### src/psd_map.vh
`ifndef PSD_MAP_VH
`define PSD_MAP_VH

// Command-address phase: six bytes, one per link clock edge
`define PSD_CA_BYTES 3'd6
`define PSD_CA_LAST 3'd5
`define PSD_CA_W 48
// Direction bit inside the first command-address byte (1 = read)
`define PSD_CA_RD_BIT 7
// Initial latency in link clocks, doubled when extra latency is flagged
`define PSD_LAT_CLKS 5'd6
// Edges per link clock
`define PSD_EDGES_PER_CLK 2
// Bit positions inside the synchroniser vector
`define PSD_SY_CS 0
`define PSD_SY_CK 1
`define PSD_SY_CKN 2
`define PSD_SY_PSC 3
`define PSD_SY_PSCN 4
`define PSD_SY_STROBE_MASK_LINE 5
`define PSD_SY_RST 6
`define PSD_SY_DQ_LO 7
`define PSD_SY_DQ_HI 14
`define PSD_SY_W 15
// Reset values
`define PSD_SY_RST_VAL 15'h007f
`define PSD_BYTE_RST 8'h00

`endif

### src/psd_buf2.v
`timescale 1ns/10ps
// Two-entry elastic buffer; ready and valid are registered flags
module psd_buf2 #(
   parameter W = 8
) (
   input wire clk_sys_i,
   input wire arst_n_i,
   input wire flush_i,
   input wire [W-1:0] in_data_i,
   input wire in_valid_i,
   output reg in_ready_o,
   output wire [W-1:0] out_data_o,
   output reg out_valid_o,
   input wire out_ready_i
);
   reg [W-1:0] mem_q [0:1];
   reg wptr_q;
   reg rptr_q;
   reg [1:0] cnt_q;
   wire push = in_valid_i & in_ready_o;
   wire pop = out_valid_o & out_ready_i;
   wire [1:0] cnt_d = cnt_q + {1'b0, push} - {1'b0, pop};

   assign out_data_o = mem_q[rptr_q];

   always @(posedge clk_sys_i or negedge arst_n_i) begin
      if (!arst_n_i) begin
         wptr_q <= 1'b0;
         rptr_q <= 1'b0;
         cnt_q <= 2'd0;
         in_ready_o <= 1'b1;
         out_valid_o <= 1'b0;
      end else if (flush_i) begin
         wptr_q <= 1'b0;
         rptr_q <= 1'b0;
         cnt_q <= 2'd0;
         in_ready_o <= 1'b1;
         out_valid_o <= 1'b0;
      end else begin
         if (push) begin
            wptr_q <= ~wptr_q;
         end
         if (pop) begin
            rptr_q <= ~rptr_q;
         end
         cnt_q <= cnt_d;
         in_ready_o <= (cnt_d != 2'd2);
         out_valid_o <= (cnt_d != 2'd0);
      end
   end

   always @(posedge clk_sys_i) begin
      if (push) begin
         mem_q[wptr_q] <= in_data_i;
      end
   end
endmodule // psd_buf2

### src/psd_bus_iface.v
// Functional notes
// - Select falling starts, rising ends a transaction
// - Transfer on clock crossing; single-ended variant ignores complement
// - Command and data bytes use eight data lines
// - Option fitted: strobe timed from shifted clock
// - Shifted clock causes each read strobe transition; the clear to 0 on the last latency edge follows the link clock
// - Shifted clock ignored during writes
// - Differential shifted clock, or true input only
// - Writes: strobe line is host-driven byte mask
// - Strobe output at start flags extra latency
// - Reset pin low: idle, strobe and data released
`timescale 1ns/10ps
`include "psd_map.vh"
module psd_bus_iface #(
   parameter DIFF_CLK = 1,
   parameter CENTRED = 1,
   parameter [4:0] LAT_CLKS = `PSD_LAT_CLKS
) (
   input wire clk_sys_i,
   input wire arst_n_i,
   // Bus pins
   input wire select_n_i,
   input wire clock_true_i,
   input wire clock_complement_i,
   input wire shifted_clock_i,
   input wire shifted_clock_complement_i,
   input wire hw_reset_n_i,
   input wire [7:0] dq_i,
   output reg [7:0] dq_o,
   output reg dq_oe_o,
   input wire strobe_mask_line_i,
   output reg strobe_mask_line_o,
   output reg strobe_mask_line_oe_o,
   // Core side
   input wire extra_latency_i,
   output reg [`PSD_CA_W-1:0] cmd_o,
   output reg cmd_valid_o,
   output reg cmd_read_o,
   output reg [7:0] wr_data_o,
   output reg wr_mask_o,
   output reg wr_valid_o,
   input wire [7:0] rd_data_i,
   input wire rd_valid_i,
   output wire rd_ready_o,
   output reg underrun_o,
   output reg busy_o
);
   localparam [4:0] ST_IDLE = 5'b00001;
   localparam [4:0] ST_CA = 5'b00010;
   localparam [4:0] ST_LAT = 5'b00100;
   localparam [4:0] ST_RD = 5'b01000;
   localparam [4:0] ST_WR = 5'b10000;

   // Crossing value of a clock pair; equal levels hold the last value
   function pair_level;
      input diff;
      input t;
      input c;
      input prev;
      begin
         if (!diff) begin
            pair_level = t;
         end else if (t != c) begin
            pair_level = t;
         end else begin
            pair_level = prev;
         end
      end
   endfunction

   // Pins cross into clk_sys through two flops each
   reg [`PSD_SY_W-1:0] sy1_q;
   reg [`PSD_SY_W-1:0] sy2_q;
   wire [`PSD_SY_W-1:0] pins = {dq_i, hw_reset_n_i, strobe_mask_line_i,
                                shifted_clock_complement_i, shifted_clock_i,
                                clock_complement_i, clock_true_i, select_n_i};

   always @(posedge clk_sys_i or negedge arst_n_i) begin
      if (!arst_n_i) begin
         sy1_q <= `PSD_SY_RST_VAL;
         sy2_q <= `PSD_SY_RST_VAL;
      end else begin
         sy1_q <= pins;
         sy2_q <= sy1_q;
      end
   end

   wire cs_n_s = sy2_q[`PSD_SY_CS];
   wire hrst_n_s = sy2_q[`PSD_SY_RST];
   wire strobe_mask_line_s = sy2_q[`PSD_SY_STROBE_MASK_LINE];
   wire [7:0] dq_s = sy2_q[`PSD_SY_DQ_HI:`PSD_SY_DQ_LO];

   reg cs_n_prev_q;
   reg ck_lvl_q;
   reg psc_lvl_q;
   wire ck_lvl_d = pair_level(DIFF_CLK != 0, sy2_q[`PSD_SY_CK],
                              sy2_q[`PSD_SY_CKN], ck_lvl_q);
   wire psc_lvl_d = pair_level(DIFF_CLK != 0, sy2_q[`PSD_SY_PSC],
                               sy2_q[`PSD_SY_PSCN], psc_lvl_q);
   wire ck_edge = ck_lvl_d != ck_lvl_q;
   wire psc_edge = psc_lvl_d != psc_lvl_q;
   wire cs_fall = cs_n_prev_q & ~cs_n_s;
   wire cs_rise = ~cs_n_prev_q & cs_n_s;

   reg [4:0] state_q;
   reg [2:0] ca_cnt_q;
   reg [5:0] lat_cnt_q;
   reg [`PSD_CA_W-9:0] ca_sr_q;
   reg is_read_q;

   wire [7:0] buf_data;
   wire buf_valid;
   wire rd_pop = (state_q == ST_RD) & ck_edge & cs_n_s == 1'b0 & hrst_n_s;

   psd_buf2 #(
      .W(8)
   ) u_rd_buf (
      .clk_sys_i(clk_sys_i),
      .arst_n_i(arst_n_i),
      .flush_i(~hrst_n_s),
      .in_data_i(rd_data_i),
      .in_valid_i(rd_valid_i),
      .in_ready_o(rd_ready_o),
      .out_data_o(buf_data),
      .out_valid_o(buf_valid),
      .out_ready_i(rd_pop)
   );

   wire [5:0] lat_base = {LAT_CLKS, 1'b0};
   wire [5:0] lat_edges = strobe_mask_line_o ? {lat_base[4:0], 1'b0} : lat_base;

   always @(posedge clk_sys_i or negedge arst_n_i) begin
      if (!arst_n_i) begin
         state_q <= ST_IDLE;
         cs_n_prev_q <= 1'b1;
         ck_lvl_q <= 1'b0;
         psc_lvl_q <= 1'b0;
         ca_cnt_q <= 3'd0;
         lat_cnt_q <= 6'd0;
         ca_sr_q <= {(`PSD_CA_W-8){1'b0}};
         is_read_q <= 1'b0;
         dq_o <= `PSD_BYTE_RST;
         dq_oe_o <= 1'b0;
         strobe_mask_line_o <= 1'b0;
         strobe_mask_line_oe_o <= 1'b0;
         cmd_o <= {`PSD_CA_W{1'b0}};
         cmd_valid_o <= 1'b0;
         cmd_read_o <= 1'b0;
         wr_data_o <= `PSD_BYTE_RST;
         wr_mask_o <= 1'b0;
         wr_valid_o <= 1'b0;
         underrun_o <= 1'b0;
         busy_o <= 1'b0;
      end else begin
         cs_n_prev_q <= cs_n_s;
         ck_lvl_q <= ck_lvl_d;
         psc_lvl_q <= psc_lvl_d;
         cmd_valid_o <= 1'b0;
         wr_valid_o <= 1'b0;
         underrun_o <= 1'b0;
         if (!hrst_n_s) begin
            // Pin reset wins over any bus activity
            state_q <= ST_IDLE;
            dq_oe_o <= 1'b0;
            strobe_mask_line_oe_o <= 1'b0;
            busy_o <= 1'b0;
         end else if (cs_rise || cs_n_s) begin
            state_q <= ST_IDLE;
            dq_oe_o <= 1'b0;
            strobe_mask_line_oe_o <= 1'b0;
            busy_o <= 1'b0;
         end else if (cs_fall) begin
            state_q <= ST_CA;
            ca_cnt_q <= 3'd0;
            busy_o <= 1'b1;
            strobe_mask_line_oe_o <= 1'b1;
            strobe_mask_line_o <= extra_latency_i;
         end else begin
            case (state_q)
               ST_CA: begin
                  if (ck_edge) begin
                     ca_sr_q <= {ca_sr_q[`PSD_CA_W-17:0], dq_s};
                     ca_cnt_q <= ca_cnt_q + 3'd1;
                     if (ca_cnt_q == `PSD_CA_LAST) begin
                        cmd_o <= {ca_sr_q, dq_s};
                        cmd_valid_o <= 1'b1;
                        // First byte sits in the top eight bits of the shifter
                        cmd_read_o <= ca_sr_q[`PSD_CA_W-16+`PSD_CA_RD_BIT];
                        is_read_q <= ca_sr_q[`PSD_CA_W-16+`PSD_CA_RD_BIT];
                        lat_cnt_q <= lat_edges;
                        state_q <= ST_LAT;
                     end
                  end
               end
               ST_LAT: begin
                  if (!is_read_q) begin
                     // Host owns the line as a mask once the address is in
                     strobe_mask_line_oe_o <= 1'b0;
                  end
                  if (ck_edge) begin
                     lat_cnt_q <= lat_cnt_q - 6'd1;
                     if (lat_cnt_q == 6'd1) begin
                        if (is_read_q) begin
                           state_q <= ST_RD;
                           dq_oe_o <= 1'b1;
                           strobe_mask_line_o <= 1'b0;
                        end else begin
                           state_q <= ST_WR;
                        end
                     end
                  end
               end
               ST_RD: begin
                  if (ck_edge) begin
                     if (buf_valid) begin
                        dq_o <= buf_data;
                     end else begin
                        // Core too slow: last byte repeats, flagged
                        underrun_o <= 1'b1;
                     end
                     if (CENTRED == 0) begin
                        strobe_mask_line_o <= ck_lvl_d;
                     end
                  end
                  if (CENTRED != 0 && psc_edge) begin
                     strobe_mask_line_o <= psc_lvl_d;
                  end
               end
               ST_WR: begin
                  // Shifted clock is not looked at here
                  if (ck_edge) begin
                     wr_data_o <= dq_s;
                     wr_mask_o <= strobe_mask_line_s;
                     wr_valid_o <= 1'b1;
                  end
               end
               default: begin
                  state_q <= ST_IDLE;
               end
            endcase
         end
      end
   end
endmodule // psd_bus_iface

### config.mk
export PLATFORM = sky130hd
export DESIGN_NAME = psd_bus_iface
export DESIGN_NICKNAME = d
export VERILOG_FILES = /design/src/psd_buf2.v /design/src/psd_bus_iface.v
export VERILOG_INCLUDE_DIRS = /design/src
export SDC_FILE = /design/constraint.sdc
export NUM_CORES = 1
export LEC_CHECK = 0
export BUFFER_PORTS_ARGS = -buffer_cell sky130_fd_sc_hd__buf_2
export CORE_ASPECT_RATIO = 1.1
export CORE_MARGIN = 8
export CORE_UTILIZATION = 30
export DETAILED_ROUTE_END_ITERATION = 12
export GPL_TIMING_DRIVEN = 0
export HOLD_SLACK_MARGIN = 0.02
export PLACE_DENSITY_LB_ADDON = 0.12
export SYNTH_ARGS = -nofsm -noshare
export SYNTH_HDL_FRONTEND = slang
export SYNTH_SLANG_ARGS = --single-unit
### constraint.sdc
create_clock -name clk_sys_i -period 3.13 [get_ports clk_sys_i]
set_input_delay 0.626 -clock clk_sys_i [delete_from_list [all_inputs] [get_ports clk_sys_i]]
set_output_delay 0.626 -clock clk_sys_i [all_outputs]
set_load 0.03 [all_outputs]
==> flow_metrics.env, run 1 <==
export IMPL_multi_input_area_mm2=0.00201
export IMPL_p_leak_nw=4.14
export IMPL_final_setup_tns_ns=0
export IMPL_synth_edff_count=16
export IMPL_post_route_min_period_ns=2.69
export IMPL_fin_area_mm2=0.00832
export IMPL_rows=57
export IMPL_worst_pin_slew_ns=0.672
export IMPL_max_slew_margin_pct=55.0
export IMPL_final_hold_violation_count=0
export IMPL_p_sw_w=0.00124
export IMPL_synth_fp_nets=483
export IMPL_p_seq_share_pct=50.9
export IMPL_async_reset_ff_share_pct=91.2
export IMPL_timing_setup_critical_path_class="flop to flop"
export IMPL_layout_drive_gt1_share_pct=45.1
export IMPL_synth_cell_types=46
export IMPL_max_clock_path_buffers=2
export IMPL_yosys_warnings=0
export IMPL_synthesis_area_mm2=0.00677
export IMPL_grt_pass1_vias=4297
export IMPL_htreeDepth=4
export IMPL_core_area_mm2=0.0221
export IMPL_num_io_pins=101
export IMPL_internal_power_w=0.00362
export IMPL_grt_pass1_wl_mm=23.6
export IMPL_ys_seq_area_share_pct=68.4
export IMPL_postCtsHoldBufs=0
export IMPL_clk_latency_ns=0.43
export IMPL_routed_via_density=4.43
export IMPL_layout_common_cells="dfrtp_1, buf_2, mux2_2"
export IMPL_dieArea_mm2=0.0276
export IMPL_synth_seq_cells=181
export IMPL_detailed_place_hpwl_mm=10.0
export IMPL_period_share_pct=85.9
export IMPL_drtIter0Drc=131
export IMPL_cts_setup_buffers=0
export IMPL_cp_start_kind="flop"
export IMPL_gp_congestion=0.753
export IMPL_max_freq_ghz=0.372
export IMPL_ctsResizeCount=0
export IMPL_drtPass1Iterations=4
export IMPL_seqCellArea_mm2=0.00463
export IMPL_finClkSkew_ns=0.0159
export IMPL_arrival_ns=3.04
export IMPL_final_core_util_pct=37.6
export IMPL_die_h_um=174
export IMPL_status="complete, no violations"
export IMPL_max_stage_delay_ns=0.57
export IMPL_power_w=0.00486
export IMPL_cp_slowest_cell="dfstp_2"
export IMPL_cp_common_cell="ha_1"
export IMPL_numCtsBuffers=17
export IMPL_antenna_found_initial=0
export IMPL_peakVddDrop_uv=316
export IMPL_cts_tree="yes"
export IMPL_drc=0
export IMPL_crit_required_ns=3.48
export IMPL_crit_family="simple AND/OR/NAND/NOR gates"
export IMPL_avgRoutedWirePerCell_um=16.2
export IMPL_grt_usage_pct=10.8
export IMPL_die_w_um=159
export IMPL_dpl_cell_area_mm2=0.00768
export IMPL_worstPathCellList="nand2b_1 > clkbuf_1 > a21oi_1 > and3_1 > ha_1 > inv_1 > ha_1 > xnor2_1 > nand2_1 > or2_2"
export IMPL_initial_core_util_pct=30.6
export IMPL_antenna_left=0
export IMPL_grt_ovfl_total=0
export IMPL_syn_avg_cell_area_um2=15.1
export IMPL_root_buffer="clkbuf_16"
export IMPL_fin_hold_ws_ns=0.130
export IMPL_p_clk_share_pct=45.7
export IMPL_n_fill_cell=2167
export IMPL_cts_sinks=181
export IMPL_drv_cap=0
export IMPL_wl_mm=14.2
export IMPL_synth_top_area_share_pct=54.7
export IMPL_synthFlopType="dfrtp_1"
export IMPL_yosys_top_cells_area="dfrtp_1, mux2_2, edfxtp_1"
export IMPL_min_path_type="input port to async pin"
export IMPL_swShare_pct=25.6
export IMPL_final_common_cell="dfrtp_1"
export IMPL_path_buf_inv=2
export IMPL_synth_top_area_cell="dfrtp_1"
export IMPL_vias=3887
export IMPL_cp_max_fo=10
export IMPL_power_density_mw_per_mm2=584
export IMPL_setup_viol=0
export IMPL_area_delta_synth_final_pct=22.8
export IMPL_cp_end_kind="flop"
export IMPL_slew_violations=0
export IMPL_layout_nets=603
export IMPL_io_buffers=100
export IMPL_clk_pin_slew_worst_paths_ns=0.07
export IMPL_p_comb_share_pct=3.4
export IMPL_grt_max_degree=105
export IMPL_rsz0062_at_grt="false"
export IMPL_n_antenna_cell=0
export IMPL_syn_instance_count=450
==> synth_stat cells, types with 4 or more instances <==
| master | number |
|---|---|
| mux2_2 | 98 |
| buf_4 | 6 |
| a21oi_1 | 9 |
| or3_1 | 5 |
| nor2_1 | 13 |
| mux2i_1 | 8 |
| dfstp_2 | 17 |
| and3_1 | 5 |
| buf_2 | 5 |
| edfxtp_1 | 16 |
| clkbuf_1 | 4 |
| inv_1 | 12 |
| nand2_1 | 25 |
| o21ai_0 | 21 |
| and2_1 | 6 |
| ha_1 | 6 |
| dfrtp_1 | 148 |
==> sequential cells by signal (all words and copies together) (netlist names), 2 cells and up <==
signal	cells
cmd_o	48
ca_sr_q	40
u_rd_buf.mem_q	16
sy1_q	15
sy2_q	15
dq_o	8
wr_data_o	8
lat_cnt_q	6
state_q	5
ca_cnt_q	3
u_rd_buf.cnt_q	2
==> cell type report <==
class	count	area share, %
clock inverter	15	2.54
inverter	12	0.542
sequential	181	55.7
clock buffer	17	5.12
buffer	16	1.07
tap	295	4.44
timing repair buffer	101	6.47
multi-input combinational	241	24.1
==> final timing paths <==
check / from / to / slack [ns] / cells after the start
worst max-delay path: sy2_q[0]$_DFF_PN1_ / u_rd_buf.in_ready_o$_DFF_PN1_ / 0.44 / 10
worst min-delay path: arst_n_i / busy_o$_DFFE_PN0P_ / 0.13 / 1
worst max register to register: sy2_q[0]$_DFF_PN1_ / u_rd_buf.in_ready_o$_DFF_PN1_ / 0.44 / 10
worst min register to register: sy1_q[14]$_DFF_PN0_ / sy2_q[14]$_DFF_PN0_ / 0.35 / 0
max in group asynchronous: arst_n_i / sy2_q[5]$_DFF_PN1_ / 2.12 / 2
min in group clk_sys_i: dq_i[6] / sy1_q[13]$_DFF_PN0_ / 0.29 / 1
==> layer usage <==
layer / track usage [%] / share of wire (%) / up-vias
li1: - / - / 1841
met5: 0 / 0 / -
met1: 13.6 / 47 / 1946
met4: 3.46 / 0.88 / 0
met3: 4.63 / 6.9 / 7
met2: 16.5 / 46 / 93
==> worst register-to-register path, delay by kind of cell (launching register included) <==
family / cells / cell delay, ns
compound gates: 1 / 0.19
simple gates: 4 / 0.74
xor+xnor: 1 / 0.16
buf+inv: 2 / 0.47
fa+ha+maj: 2 / 0.49
flops: 1 / 0.57
==> kinds of logic after synthesis <==
| group | Yosys count | synth area share (%) |
|---|---|---|
| DFF | 181 | 68.4 |
| AOI/OAI and AO/OA | 46 | 4.27 |
| xor gates and xnor gates | 5 | 0.647 |
| buffers and inverters | 28 | 1.98 |
| and+or+nand+nor | 76 | 5.86 |
| muxes | 106 | 17.5 |
| adders and majority gates | 8 | 1.40 |
==> power by group through the flow <==
stage,Clock (W),Sequential [W],Combinational (W)
floorplan,0,0.00252,0.0000750
finish,0.00222,0.00247,0.000166
global placement,0,0.00252,0.000160
global route,0.00241,0.00248,0.000191
detailed placement,0,0.00252,0.000173
CTS,0.00230,0.00247,0.000173
==> metrics by stage <==
stage                     std cells  setup slack [ns]
after floorplan                 450             0.833
after global placement          845             -1.13
after detailed placement        846             0.457
after CTS                       878             0.405
after global routing            878             0.275
final                           878             0.441
(Power assumes the default switching activity.)
==> run 2: changes to the inputs <==
--- a/config.mk
+++ b/config.mk
@@ -7,6 +7,8 @@
 export NUM_CORES = 1
 export LEC_CHECK = 0
 export BUFFER_PORTS_ARGS = -buffer_cell sky130_fd_sc_hd__buf_2
+export CELL_PAD_IN_SITES_DETAIL_PLACEMENT = 1
+export CELL_PAD_IN_SITES_GLOBAL_PLACEMENT = 1
 export CORE_ASPECT_RATIO = 1.1
 export CORE_MARGIN = 8
 export CORE_UTILIZATION = 30
==> run 2 against run 1 <==
Effect of this change: count of clock-buffer cells in the layout increased by 1; sequential power about the same; power decreased by 1.8%; via count rose by 1.2%; sequential share of layout area grew 0.31 points; critical path depth unchanged; register-to-register slack improved by 0.02 ns; critical path type unchanged; largest power group unchanged.
==> flow_metrics.env, run 2 (synthesized netlist as in run 1, its figures left out) <==
export IMPL_drtPass1Iterations=4
export IMPL_internal_power_w=0.00360
export IMPL_core_area_mm2=0.0221
export IMPL_swShare_pct=24.7
export IMPL_peakVddDrop_uv=341
export IMPL_grt_pass1_vias=4524
export IMPL_largest_register_ff_count=48
export IMPL_cp_max_fo=10
export IMPL_cp_end_kind="flop"
export IMPL_p_comb_share_pct=3.6
export IMPL_crit_end="u_rd_buf.in_ready_o$_DFF_PN1_"
export IMPL_rr_startpoint="sy2_q[0]$_DFF_PN1_"
export IMPL_drc=0
export IMPL_antenna_left=0
export IMPL_status="complete, no violations"
export IMPL_layout_drive_gt1_share_pct=45.1
export IMPL_htreeDepth=4
export IMPL_max_slew_margin_pct=49.7
export IMPL_final_core_util_pct=37.4
export IMPL_setup_viol=0
export IMPL_dieArea_mm2=0.0276
export IMPL_arrival_ns=3.02
export IMPL_n_antenna_cell=0
export IMPL_grt_pass1_wl_mm=25.5
export IMPL_drv_cap=0
export IMPL_dp_cells=846
export IMPL_period_share_pct=85.4
export IMPL_io_buffers=100
export IMPL_cts_setup_buffers=0
export IMPL_detailed_place_hpwl_mm=10.8
export IMPL_die_w_um=159
export IMPL_p_sw_w=0.00118
export IMPL_r2r_cells=10
export IMPL_die_h_um=174
export IMPL_root_buffer="clkbuf_16"
export IMPL_layout_nets=603
export IMPL_grt_max_degree=85
export IMPL_regMostFlops="cmd_o"
export IMPL_r2r_end="u_rd_buf.in_ready_o$_DFF_PN1_"
export IMPL_layout_common_cells="dfrtp_1, buf_2, mux2_2"
export IMPL_n_fill_cell=2345
export IMPL_timing_setup_critical_path_class="flop to flop"
export IMPL_largest_registers="cmd_o: 48 flops, ca_sr_q: 40 flops, u_rd_buf.mem_q: 16 flops"
export IMPL_clk_latency_ns=0.43
export IMPL_avgRoutedWirePerCell_um=17.4
export IMPL_drtIter0Drc=98
export IMPL_area_delta_synth_final_pct=22.1
export IMPL_final_common_cell="dfrtp_1"
export IMPL_vias=3934
export IMPL_rows=57
export IMPL_p_seq_share_pct=51.8
export IMPL_seqCellArea_mm2=0.00463
export IMPL_worst_pin_slew_ns=0.752
export IMPL_cts_tree="yes"
export IMPL_rsz0062_at_grt="false"
export IMPL_cp_start_kind="flop"
export IMPL_slew_violations=0
export IMPL_num_io_pins=101
export IMPL_setup_worst_path_start="sy2_q[0]$_DFF_PN1_"
export IMPL_numCtsBuffers=17
export IMPL_antenna_found_initial=0
export IMPL_clk_pin_slew_worst_paths_ns=0.07
export IMPL_crit_required_ns=3.47
export IMPL_grt_usage_pct=11.7
export IMPL_post_route_min_period_ns=2.67
export IMPL_final_hold_violation_count=0
export IMPL_finClkSkew_ns=0.0148
export IMPL_routed_via_density=4.48
export IMPL_multi_input_area_mm2=0.00201
export IMPL_min_path_type="input port to async pin"
export IMPL_postCtsHoldBufs=0
export IMPL_initial_core_util_pct=30.6
export IMPL_cts_sinks=181
export IMPL_grt_ovfl_total=0
export IMPL_instances_no_fill=878
export IMPL_p_leak_nw=4.13
export IMPL_ff2ff_setup_slack_ns=0.46
export IMPL_max_clock_path_buffers=2
export IMPL_gp_congestion=0.735
export IMPL_max_freq_ghz=0.374
export IMPL_final_setup_tns_ns=0
export IMPL_p_clk_share_pct=44.6
export IMPL_wl_mm=15.3
export IMPL_ctsResizeCount=0
export IMPL_power_density_mw_per_mm2=577
==> run 2: changes by cell type in the layout (fill, tap and decap cells not counted) <==
cell      change
inv_8         -1
clkbuf_8      +1
inv_6         +5
inv_12        -3
clkinv_8      -3
clkinv_2      +1
==> run 2: area by class of cell <==
cell class,count,area share [%]
tap,295,4.46
timing repair buffer,101,6.51
sequential,181,56.0
inverter,12,0.545
clock inverter,14,1.83
multi-input combinational,241,24.3
clock buffer,18,5.31
buffer,16,1.07
==> run 2: how the worst min path moves through the flow <==
| stage | to | depth (start not counted) |
|---|---|---|
| after floorplan | busy_o$_DFFE_PN0P_ | 0 |
| after global placement | sy2_q[9]$_DFF_PN0_ | 0 |
| after detailed placement | sy2_q[8]$_DFF_PN0_ | 0 |
| after CTS | psc_lvl_q$_DFF_PN0_ | 1 |
| after global routing | strobe_mask_line_o$_DFFE_PN0P_ | 1 |
| final | psc_lvl_q$_DFF_PN0_ | 1 |
==> run 2: power by group through the flow <==
stage / registers (W) / logic, W / clock network [W]
2_1_floorplan: 0.00252 / 0.0000750 / 0
3_3_place_gp: 0.00252 / 0.000164 / 0
3_5_place_dp: 0.00252 / 0.000181 / 0
4_1_cts: 0.00248 / 0.000181 / 0.00221
5_1_grt: 0.00248 / 0.000199 / 0.00230
6_report: 0.00247 / 0.000172 / 0.00213
==> run 2: through the flow <==
step	setup WS, ns	area (um^2)	power [W]	hold WS, ns
after floorplan	0.833	6770	0.00259	0.330
after global placement	-1.17	7640	0.00268	0.332
after detailed placement	0.455	7680	0.00270	0.337
after CTS	0.426	8270	0.00487	0.198
after global routing	0.291	8270	0.00498	0.229
final	0.458	8270	0.00477	0.171
==> run 2: per-layer routing <==
metal  vias to the layer above  track usage [%]  routed length [um]
met1                      2039             13.9                6660
li1                       1821                -                   -
met4                         0             3.42                 133
met5                         -                0                   0
met3                         8             3.63                 627
met2                        66             19.9                7870
==> run 2: worst max-delay path: stages, from the launching register on <==
cell and delay (ns):
dfstp_2 0.57, nand2b_1 0.10, clkbuf_1 0.42, a21oi_1 0.20, and3_1 0.24, ha_1 0.29
inv_1 0.04, ha_1 0.19, xnor2_1 0.16, nand2_1 0.10, or2_2 0.28
